## src/hw/casr_pkg.sv

```systemverilog
// Package for the codec analog status and configuration register bank.
// Assumes a single 100 MHz clock and an AHB-Lite slave with 32-bit data.
`default_nettype none

package casr_pkg;

  // ---------------------------------------------------------------
  // Register indices; the byte address is four times the index
  // ---------------------------------------------------------------
  localparam logic [7:0] PAGE_SELECT_IDX = 8'h00;
  localparam logic [7:0] GAIN_FLAGS_IDX = 8'h3F;
  localparam logic [7:0] RSVD_LOW_FIRST_IDX = 8'h40;
  localparam logic [7:0] QUICK_CHARGE_IDX = 8'h47;
  localparam logic [7:0] RSVD_HIGH_FIRST_IDX = 8'h48;
  localparam logic [7:0] REF_POWERUP_IDX = 8'h7B;
  localparam logic [7:0] CHARGE_PUMP_IDX = 8'h7C;
  localparam logic [7:0] IRQ_STATUS_IDX = 8'h7E;
  localparam logic [7:0] IRQ_MASK_IDX = 8'h7F;
  localparam logic [7:0] CFG_PAGE = 8'h01;

  // ---------------------------------------------------------------
  // Field positions and masks
  // ---------------------------------------------------------------
  localparam logic [7:0] QUICK_CHARGE_MASK = 8'h3F;
  localparam logic [7:0] REF_POWERUP_MASK = 8'h07;
  localparam logic [7:0] CHARGE_PUMP_MASK = 8'hFF;
  localparam int REF_FORCE_BIT = 2;
  localparam int CP_LOAD_LSB = 4;
  localparam int CP_DIV_LSB = 0;

  // ---------------------------------------------------------------
  // Reset values and codes
  // ---------------------------------------------------------------
  localparam logic [7:0] REG_RESET = 8'h00;
  localparam logic [5:0] PUT_3P1MS = 6'h31;
  localparam logic [5:0] PUT_6P4MS = 6'h32;
  localparam logic [5:0] PUT_1P6MS = 6'h33;
  localparam logic [3:0] CP_DIV_ZERO_FACTOR = 4'h0;
  localparam logic [6:0] CP_DIV_ZERO_RATIO = 7'h40;

  // ---------------------------------------------------------------
  // Timing
  // ---------------------------------------------------------------
  localparam int CLK_MHZ = 100;
  localparam int PUT_3P1_US = 3100;
  localparam int PUT_6P4_US = 6400;
  localparam int PUT_1P6_US = 1600;
  localparam int REF_40_MS = 40;
  localparam int REF_80_MS = 80;
  localparam int REF_120_MS = 120;
  localparam int REF_SLOW_MS = 200;
  localparam int PUT_3P1_CYC = PUT_3P1_US * CLK_MHZ;
  localparam int PUT_6P4_CYC = PUT_6P4_US * CLK_MHZ;
  localparam int PUT_1P6_CYC = PUT_1P6_US * CLK_MHZ;
  localparam int REF_40_CYC = REF_40_MS * 1000 * CLK_MHZ;
  localparam int REF_80_CYC = REF_80_MS * 1000 * CLK_MHZ;
  localparam int REF_120_CYC = REF_120_MS * 1000 * CLK_MHZ;
  localparam int REF_SLOW_CYC = REF_SLOW_MS * 1000 * CLK_MHZ;

  // ---------------------------------------------------------------
  // Types
  // ---------------------------------------------------------------
  typedef enum logic [1:0] {RefOff, RefRamping, RefReady} casr_ref_e;

  typedef struct packed {
    logic [7:0] leftHeadphoneDriver;
    logic [7:0] rightHeadphoneDriver;
    logic [7:0] leftLineOutput;
    logic [7:0] rightLineOutput;
    logic [7:0] leftInputOneBypass;
    logic [7:0] rightInputOneBypass;
    logic [7:0] leftMixerAmplifier;
    logic [7:0] rightMixerAmplifier;
  } casr_gain_s;

endpackage

`default_nettype wire

```

## src/hw/casr_regs.sv

```systemverilog
// Codec analog status and configuration register bank, AHB-Lite slave.
// Assumes gain ramps are tracked elsewhere and report applied and programmed values.
// Operation
// RULE_01 - Bits 7,6 flag left/right headphone driver applied gain equals programmed.
// RULE_02 - Bits 5,4 flag left/right line output applied gain equals programmed.
// RULE_03 - Bits 3,2 flag left/right input one bypass volume settled.
// RULE_04 - Bits 1,0 flag left/right mixer amplifier volume settled.
// RULE_05 - Flag register is read-only and reads zero after reset.
// RULE_06 - Software writes zero to reserved locations; they read back zero.
// RULE_07 - Input power-up code 0x31 3.1 ms, 0x32 6.4 ms, 0x33 1.6 ms.
// RULE_08 - Power-up field resets to zero; software uses only defined codes.
// RULE_09 - Reference bit 2 clear: follows analog power; set: forced on.
// RULE_10 - Reference low bits pick slow, 40, 80 or 120 ms ramp.
// RULE_11 - Charge pump load field: 0 full, N means N/8 peak.
// RULE_12 - Charge pump divider is four times field, zero divides by 64.
// RULE_13 - Index 0 on every page selects the page for later accesses.
// RULE_14 - Flags follow ramp state continuously; reads do not alter them.
//
// The AHB-Lite interface to the registers is this design's own decision.
`default_nettype none

module casr_regs
  import casr_pkg::*;
(
  // Clock and reset
  input wire logic clk_sys,
  input wire logic reset_n,
  // AHB-Lite slave
  input wire logic hsel,
  input wire logic [31:0] haddr,
  input wire logic [1:0] htrans,
  input wire logic hwrite,
  input wire logic [2:0] hsize,
  input wire logic [31:0] hwdata,
  input wire logic hready,
  output logic [31:0] hrdata,
  output logic hreadyout,
  output logic hresp,
  // Ramp state from the analog gain controls
  input wire casr_gain_s appliedGain,
  input wire casr_gain_s programmedGain,
  input wire logic analogPowerUp,
  // Analog configuration outputs
  output logic [5:0] inputPowerUpTime,
  output logic inputsReady,
  output logic referencePowered,
  output logic referenceReady,
  output logic [2:0] chargePumpLoad,
  output logic [6:0] chargePumpDivide,
  output logic [7:0] pageSelect,
  // Interrupt
  output logic irq
);

  // ---------------------------------------------------------------
  // Bus address phase capture
  // ---------------------------------------------------------------
  logic wrPend_q;
  logic rdPend_q;
  logic [7:0] regIdx_q;
  logic [7:0] pageSel_q;
  logic [7:0] quickCharge_q;
  logic [7:0] refCfg_q;
  logic [7:0] cpCtrl_q;
  logic [7:0] flags_q;
  logic [7:0] irqStatus_q;
  logic [7:0] irqMask_q;
  logic [7:0] wByte;
  logic onCfgPage;
  logic wrPage;
  logic wrCfg;
  logic [7:0] rdVal;
  logic [7:0] flagsNow;
  logic [7:0] flagsPrev_q;

  wire addrValid = hsel && hready && htrans[1];

  always_ff @(posedge clk_sys or negedge reset_n) begin
    if (!reset_n) begin
      wrPend_q <= 1'b0;
      rdPend_q <= 1'b0;
      regIdx_q <= 8'h00;
    end else begin
      wrPend_q <= addrValid && hwrite;
      rdPend_q <= addrValid && !hwrite;
      if (addrValid) begin
        regIdx_q <= haddr[9:2];
      end
    end
  end

  assign wByte = hwdata[7:0];
  assign onCfgPage = (pageSel_q == CFG_PAGE);
  assign wrPage = wrPend_q && (regIdx_q == PAGE_SELECT_IDX);
  assign wrCfg = wrPend_q && onCfgPage;

  // ---------------------------------------------------------------
  // Page select, present on every page
  // ---------------------------------------------------------------
  always_ff @(posedge clk_sys or negedge reset_n) begin
    if (!reset_n) begin
      pageSel_q <= REG_RESET;
    end else if (wrPage) begin
      pageSel_q <= wByte; // [RULE_13]
    end
  end

  // ---------------------------------------------------------------
  // Configuration registers
  // ---------------------------------------------------------------
  // Reserved bits are masked so they always read zero, except bit 7 of the charge pump register, which is stored
  always_ff @(posedge clk_sys or negedge reset_n) begin
    if (!reset_n) begin
      quickCharge_q <= REG_RESET; // [RULE_08]
      refCfg_q <= REG_RESET;
      cpCtrl_q <= REG_RESET;
      irqMask_q <= REG_RESET;
    end else if (wrCfg) begin
      unique case (regIdx_q)
        QUICK_CHARGE_IDX: quickCharge_q <= wByte & QUICK_CHARGE_MASK; // [RULE_06]
        REF_POWERUP_IDX: refCfg_q <= wByte & REF_POWERUP_MASK; // [RULE_06]
        CHARGE_PUMP_IDX: cpCtrl_q <= wByte & CHARGE_PUMP_MASK;
        IRQ_MASK_IDX: irqMask_q <= wByte;
        default: ;
      endcase
    end
  end

  // ---------------------------------------------------------------
  // Settle flags, sampled every cycle
  // ---------------------------------------------------------------
  // Applied versus programmed compare per channel
  for (genvar i = 0; i < 8; i++) begin : gFlag
    assign flagsNow[i] = (appliedGain[8*i +: 8] == programmedGain[8*i +: 8]); // [RULE_01] [RULE_02] [RULE_03] [RULE_04]
  end

  // Reads never touch these; they only follow the ramps
  always_ff @(posedge clk_sys or negedge reset_n) begin
    if (!reset_n) begin
      flags_q <= REG_RESET; // [RULE_05]
      flagsPrev_q <= REG_RESET;
    end else begin
      flags_q <= flagsNow; // [RULE_14]
      flagsPrev_q <= flags_q;
    end
  end

  // ---------------------------------------------------------------
  // Interrupt status: a flag that settles raises its bit
  // ---------------------------------------------------------------
  wire [7:0] settleEvt = flags_q & ~flagsPrev_q;
  wire [7:0] w1cClear = (wrCfg && regIdx_q == IRQ_STATUS_IDX) ? wByte : 8'h00;

  // Set wins over a clear in the same cycle
  always_ff @(posedge clk_sys or negedge reset_n) begin
    if (!reset_n) begin
      irqStatus_q <= REG_RESET;
      irq <= 1'b0;
    end else begin
      irqStatus_q <= (irqStatus_q & ~w1cClear) | settleEvt;
      irq <= |(((irqStatus_q & ~w1cClear) | settleEvt) & irqMask_q);
    end
  end

  // ---------------------------------------------------------------
  // Read path
  // ---------------------------------------------------------------
  always_comb begin
    rdVal = 8'h00; // [RULE_06]
    if (regIdx_q == PAGE_SELECT_IDX) begin
      rdVal = pageSel_q;
    end else if (onCfgPage) begin
      unique case (regIdx_q)
        GAIN_FLAGS_IDX: rdVal = flags_q;
        QUICK_CHARGE_IDX: rdVal = quickCharge_q;
        REF_POWERUP_IDX: rdVal = refCfg_q;
        CHARGE_PUMP_IDX: rdVal = cpCtrl_q;
        IRQ_STATUS_IDX: rdVal = irqStatus_q;
        IRQ_MASK_IDX: rdVal = irqMask_q;
        default: rdVal = 8'h00;
      endcase
    end
  end

  // Data registered one edge after the address phase edge so hrdata is a flop
  always_ff @(posedge clk_sys or negedge reset_n) begin
    if (!reset_n) begin
      hrdata <= 32'h0000_0000;
      hreadyout <= 1'b1;
      hresp <= 1'b0;
    end else begin
      hreadyout <= !(addrValid && !hwrite);
      hresp <= 1'b0;
      hrdata <= rdPend_q ? {24'h00_0000, rdVal} : 32'h0000_0000;
    end
  end

  // ---------------------------------------------------------------
  // Analog input power-up timer
  // ---------------------------------------------------------------
  // Undefined codes hold the inputs unready until the count reaches 0xFFFF_FFFF; software must avoid them
  // Counts run to hundreds of thousands of cycles, far beyond what a short bench can wait
  logic [31:0] putCount_q;
  logic [31:0] putTarget;
  always_comb begin
    unique case (quickCharge_q[5:0])
      PUT_3P1MS: putTarget = 32'(PUT_3P1_CYC); // [RULE_07]
      PUT_6P4MS: putTarget = 32'(PUT_6P4_CYC); // [RULE_07]
      PUT_1P6MS: putTarget = 32'(PUT_1P6_CYC); // [RULE_07]
      default: putTarget = 32'hFFFF_FFFF;
    endcase
  end

  always_ff @(posedge clk_sys or negedge reset_n) begin
    if (!reset_n) begin
      putCount_q <= 32'h0000_0000;
      inputsReady <= 1'b0;
      inputPowerUpTime <= 6'h00;
    end else begin
      inputPowerUpTime <= quickCharge_q[5:0];
      if (!analogPowerUp) begin
        putCount_q <= 32'h0000_0000;
        inputsReady <= 1'b0;
      end else if (putCount_q < putTarget) begin
        putCount_q <= putCount_q + 32'h0000_0001;
        inputsReady <= 1'b0;
      end else begin
        inputsReady <= 1'b1;
      end
    end
  end

  // ---------------------------------------------------------------
  // Reference power-up sequencer
  // ---------------------------------------------------------------
  casr_ref_e refState_q;
  logic [31:0] refCount_q;
  logic [31:0] refTarget;
  wire refWanted = refCfg_q[REF_FORCE_BIT] || analogPowerUp; // [RULE_09]

  always_comb begin
    unique case (refCfg_q[1:0])
      2'b00: refTarget = 32'(REF_SLOW_CYC); // [RULE_10]
      2'b01: refTarget = 32'(REF_40_CYC); // [RULE_10]
      2'b10: refTarget = 32'(REF_80_CYC); // [RULE_10]
      2'b11: refTarget = 32'(REF_120_CYC); // [RULE_10]
    endcase
  end

  always_ff @(posedge clk_sys or negedge reset_n) begin
    if (!reset_n) begin
      refState_q <= RefOff;
      refCount_q <= 32'h0000_0000;
      referencePowered <= 1'b0;
      referenceReady <= 1'b0;
    end else begin
      referencePowered <= refWanted;
      referenceReady <= (refState_q == RefReady) && refWanted;
      unique case (refState_q)
        RefOff: begin
          refCount_q <= 32'h0000_0000;
          if (refWanted) begin
            refState_q <= RefRamping;
          end
        end
        RefRamping: begin
          if (!refWanted) begin
            refState_q <= RefOff;
          end else if (refCount_q >= refTarget) begin
            refState_q <= RefReady;
          end else begin
            refCount_q <= refCount_q + 32'h0000_0001;
          end
        end
        RefReady: begin
          if (!refWanted) begin
            refState_q <= RefOff;
          end
        end
      endcase
    end
  end

  // ---------------------------------------------------------------
  // Charge pump settings
  // ---------------------------------------------------------------
  always_ff @(posedge clk_sys or negedge reset_n) begin
    if (!reset_n) begin
      chargePumpLoad <= 3'h0;
      chargePumpDivide <= CP_DIV_ZERO_RATIO;
      pageSelect <= 8'h00;
    end else begin
      pageSelect <= pageSel_q;
      chargePumpLoad <= cpCtrl_q[CP_LOAD_LSB +: 3]; // [RULE_11]
      if (cpCtrl_q[CP_DIV_LSB +: 4] == CP_DIV_ZERO_FACTOR) begin
        chargePumpDivide <= CP_DIV_ZERO_RATIO; // [RULE_12]
      end else begin
        chargePumpDivide <= {1'b0, cpCtrl_q[CP_DIV_LSB +: 4], 2'b00}; // [RULE_12]
      end
    end
  end
endmodule

`default_nettype wire

```

## config.mk

```make
export PLATFORM = sky130hd
export DESIGN_NAME = casr_regs
export DESIGN_NICKNAME = d
export VERILOG_FILES = /design/src/hw/casr_pkg.sv /design/src/hw/casr_regs.sv
export SDC_FILE = /design/constraint.sdc
export NUM_CORES = 1
export LEC_CHECK = 0
export ABC_CLOCK_PERIOD_IN_PS = 10900
export BUFFER_PORTS_ARGS = -buffer_cell sky130_fd_sc_hd__buf_4
export CORE_ASPECT_RATIO = 0.9
export CORE_MARGIN = 2
export CORE_UTILIZATION = 57
export DETAILED_ROUTE_END_ITERATION = 6
export MAX_ROUTING_LAYER = met4
export PLACE_DENSITY = 0.94
export SETUP_SLACK_MARGIN = 0.5
export SYNTH_ARGS = -nofsm -noshare
export SYNTH_HDL_FRONTEND = slang
export SYNTH_SLANG_ARGS = --single-unit
```

## constraint.sdc

```tcl
create_clock -name clk_sys -period 10.9 [get_ports clk_sys]
set_clock_uncertainty 0.2 [all_clocks]
set_input_delay 0 -clock clk_sys [delete_from_list [all_inputs] [get_ports clk_sys]]
set_output_delay 0 -clock clk_sys [all_outputs]
set_load 0.01 [all_outputs]
```

* Yosys cells after proc, flatten, opt, wreduce, memory -nomap -nowiden
Cells that the tools add are included.
** Storage, ports and cells
- Bits of input ports :: 203
- Memory bits (read-only) :: 0
- RAM bits :: 0
- Memories kept :: 0
- Register bits :: 170
- Logic and storage cells :: 106
- Output and inout port bits :: 62
- Bits in latches :: 0
** Operators by class
- Reduce and logical (&&, ||, !) cells :: 23
- Div/mod/pow operators :: 0
- Order comparisons :: 2
- Muxes and demuxes :: 20
- Shift operators :: 0
- Bitwise operators :: 6
- Add/sub/neg operators :: 2
- Equal/unequal tests :: 29
- Multiply operators :: 0
** Operators with widths (number)
- $mux 32 :: 4
- $pmux 32 s4 :: 1
- $pmux 32 s3 :: 1
- $add 32x1->32 const B :: 2
- $eq 8x8->1 :: 8
- $pmux 32 s2 :: 1
- $pmux 8 s6 :: 1
- $eq 8x7->1 const B :: 5
- $ge 32x32->1 :: 1
- $lt 32x32->1 :: 1
- $mux 8 :: 4
- $and 8x8->8 :: 3
- $eq 6x6->1 const B :: 3
- $not 8->8 :: 2
- $eq 8x1->1 const B :: 1
- $eq 8x6->1 const B :: 1
- $logic_and 1x1->1 :: 8
- $logic_not 8->1 :: 1
- $mux 2 :: 4
- $ne 2x2->1 const B :: 4
- $or 8x8->8 :: 1
- $reduce_and 2->1 :: 4
- $reduce_or 8->1 :: 1
- $mux 7 :: 1
- 12 further kinds :: 19

* Longest topological paths before layout
- Depth in word-level cells :: 9
- Mapped depth :: 13

* Least setup slack after synthesis
No wires, ideal clock.
- Path kind :: reg-to-reg
- Start point :: register quickCharge_q[2]
- End point :: register putCount_q[27]
- Path buffers :: 2
- Arrival time :: 3.276 ns
- Path slack :: 7.288 ns
- Stages on the path, launching flop included :: 14
- Required time :: 10.564 ns
- Library setup time :: 0.136 ns
- Cell sequence :: dfrtp_1 > and4bb_2 > and2_1 > nor2b_1 > ha_1 > a21o_1 > a21o_1 > a221o_1 > a311o_1 > a21o_1 > buf_2 > buf_2 > o31ai_1 > a21oi_1
** On the way
- Longest elaborated chain between the ends :: 4
- Elaborated cells on any way between the ends :: 6
- Classes of those cells :: order compare: 1; eq/ne: 4; mux: 1
** Ends and longest elaborated chain
- start, declared :: line casr_regs.sv:62 : logic [7:0] quickCharge_q;
- start signal, assigned :: line casr_regs.sv:120 : QUICK_CHARGE_IDX: quickCharge_q <= wByte & QUICK_CHARGE_MASK;
- $eq 6x6->1 :: line casr_regs.sv:206 : unique case (quickCharge_q[5:0])
- $pmux 32 s3 (*) :: line casr_regs.sv:206
- $lt 32x32->1 (*) :: line casr_regs.sv:224 : end else if (putCount_q < putTarget) begin
- $ne 2x1->1 (no line) (*)
- end signal, assigned :: line casr_regs.sv:225 : putCount_q <= putCount_q + 32'h0000_0001;
- end, declared :: line casr_regs.sv:203 : logic [31:0] putCount_q;
Every way passes the cells marked *; elsewhere a longest branch is shown, timed or not.
A chain may end at the register's enable or synchronous reset.

* Worst setup path after layout
- Start point :: register quickCharge_q[3]
- End point :: register putCount_q[30]
Same word-level chain as after synthesis.

==> reports/results.ini <==
[global_routing]
grt_max_degree = 98
antenna_found_initial = 1
grt_pass1_wl_um = 49310
grt_pass1_vias = 9216
grtUsageTotal = 0.3701
grt_overflow = 0

[clock_network]
cts_setup_buffers = 0
clk_latency_ps = 450
clk_pin_slew_ps = 80
cts_tree = built
cts_inserted_buffers = 17
cts_sinks = 168
clockBufferDepth = 2
root_buffer = clkbuf_16
cts_max_level = 4

[route]
ant_nets = 0
drt-initial-drc-count = 1041
wirelength_um = 31490
drc_errors = 25
viasPerCell = 6.491
vias = 8867
routedWlPerCell_um = 23.05
drtPass1Iterations = 7

[synth]
synth_cell_type_count = 64
synth_cells = 914
synth_seq_cells = 168
ys_seq_area_frac = 0.4465
synth_edf_count = 0
synthTopCellsByArea = dfrtp_1 (44%), xnor2_1 (7.3%), ha_1 (6.5%), mux2_2 (5.5%), nand4_1 (2.6%)
syn_area_um2 = 9420
synth.largest_area_cell = dfrtp_1
yosysWarningCount = 0
yosysTopAreaCellShare = 0.4410
synthArstFlopShare = 1.000
avgSynthCellArea_um2 = 10.31
ys.flop_type = dfrtp_1

[worst_setup_path]
slowest_stage = or4_1
critPathBufInv = 1
required_ps = 11060
critPathKind = reg -> reg
reg2reg_depth = 12
crit_cells = 12
crit_family = simple AND/OR/NAND/NOR gates
crit_path_cell_trace = and4bb_2 -> and2_1 -> nor2b_1 -> ha_1 -> and4_1 -> a21o_1 -> a221o_1 -> a311o_1 -> a21o_1 -> buf_4 -> or4_1 -> a21oi_1
cp_common_cell = a21o_1
slowest_delay_ps = 540
crit_path_end_kind = flop
cp-start-kind = flop
cp_max_fo = 34
cp.arrival_ps = 5020

[power_and_ir_drop]
power.leakage_nw = 5.528
power_mw = 1.582
irDropWorstVdd_uv = 109.5
powerDensity_nw_per_um2 = 131.8

[cells_and_area]
area_delta_synth_final_pct = 27.43
final_area_um2 = 12000
layout_commonest_cell = buf_4
multi_input_area_um2 = 4810
fin_nets = 1397
layout-drive-gt1-share = 0.2401
final_cell_mix = buf_4 (189), dfrtp_1 (166), xnor2_1 (79)
nFillCells = 881
regArea_um2 = 4207
reg.largest.list = putCount_q: 32 flops, refCount_q: 32 flops
post-route-util = 0.7442

[floorplan]
num_io_pins = 265
die_w_um = 139.5
start_util = 0.5840
core_um2 = 16130
die_y_um = 126.0
rows = 44
die_area_um2 = 17570

[sta]
fmax_mhz = 205.6
fin_crit_ps = 4863
fin_setup_tns_ps = 0
hold_viol_final = 0
timing.final.crit_share = 0.4461
relSlewSlack = 0.06248
rsz0062_at_grt = no
setup_violations = 0
tightest_slew_ps = 1403
drv_slew = 0
timing.final.ws_setup_ps = 6037

[place]
gp_congestion = 0.8995
place_hpwl_um = 17950
port_buffers = 185
dp_slack_ps = 6381
placed_area_um2 = 10870

[run_status]
violations = design-rule violations
status = finished, violations left

[hold_path]
hold_path_class = in -> async

[run]
maxCapViolCount = 0

[worst register-to-register path, delay by kind of cell (launching register included)]
family | cells | cell delay, ps
and+or+nand+nor | 5 | 2020
DFF | 1 | 450
AOI/OAI and AO/OA | 5 | 1420
buffers and inverters | 1 | 390
adders and majority gates | 1 | 290
[through the flow]
step           hold slack, ps  std cells
2_1_floorplan          -495.6        940
3_3_place_gp           -60.40       1279
3_5_place_dp           -49.01       1279
4_1_cts                 18.64       1365
5_1_grt                 84.34       1366
6_report                20.15       1366
[cells by family after synthesis]
| kind of cell | Yosys count | synth area share |
|---|---|---|
| and+or+nand+nor | 276 | 0.1578 |
| AOI/OAI and AO/OA | 179 | 0.1328 |
| DFF | 168 | 0.4465 |
| buffers and inverters | 101 | 0.05352 |
| xor gates and xnor gates | 83 | 0.07717 |
| muxes | 56 | 0.06561 |
| adders and majority gates | 50 | 0.06614 |
| other | 1 | 0.0003981 |
[layer usage]
layer,up-vias,GRT usage,routed length (um)
li1,3726,-,-
met1,4252,0.4158,11140
met2,663,0.5954,14920
met3,226,0.08745,2980
met4,0,0.2395,2448
met5,-,-,0
[cell type report]
| class | count | area share |
|---|---|---|
| repair buffers | 244 | 0.1642 |
| diodes | 1 | 0.0002085 |
| clock buffers | 18 | 0.03659 |
| flip-flops and latches | 168 | 0.3504 |
| clock inverters | 14 | 0.01292 |
| multi-input cells | 671 | 0.4007 |
| well taps | 207 | 0.02158 |
| inverters | 43 | 0.01345 |
[worst paths after layout]
path,slack (ps),end,start
worst max-delay path,6040,putCount_q[30],quickCharge_q[3]
worst min register to register,220,chargePumpLoad[1],cpCtrl_q[5]
worst max register to register,6040,putCount_q[30],quickCharge_q[3]
min in group clk_sys,60,regIdx_q[0],htrans[1]
max in group asynchronous,9010,putCount_q[7],reset_n
worst min-delay path,20,refCount_q[7],reset_n
[synthesized netlist by cell type, drive strengths merged, types with 4 or more instances]
| library cell | instances |
|---|---|
| mux2i | 10 |
| a2111oi | 18 |
| a22oi | 10 |
| buf | 37 |
| and2 | 14 |
| xor2 | 4 |
| a211oi | 4 |
| xnor2 | 79 |
| nor2b | 11 |
| a22o | 8 |
| a21boi | 4 |
| o21a | 16 |
| nand3b | 4 |
| nand3 | 27 |
| clkbuf | 21 |
| mux2 | 46 |
| o31ai | 4 |
| nand2 | 55 |
| inv | 43 |
| nor4 | 9 |
| nor2 | 45 |
| a21o | 14 |
| nand4 | 39 |
| or4 | 5 |
| a21oi | 38 |
| and3 | 16 |
| and4 | 6 |
| o21ai | 34 |
| a221oi | 6 |
| o211ai | 4 |
| or3 | 22 |
| ha | 49 |
| nor3 | 11 |
| dfrtp | 166 |
[power by group]
| group | internal (mW) | switching, mW | total (mW) | leakage [nW] |
|---|---|---|---|---|
| sequential | 0.657 | 0.0431 | 0.700 | 2.23 |
| clock | 0.313 | 0.297 | 0.609 | 0.285 |
| combinational | 0.130 | 0.142 | 0.272 | 3.02 |
| total | 1.10 | 0.482 | 1.58 | 5.53 |
[repair_timing]
item / in CTS / in global routing
setup endpoints to repair: 0 / 0
gates resized for setup: 0 / 0
endpoints found under the hold margin: 170 / 0
hold buffers: 54 / 0
Power figures use the tool's default switching activity.
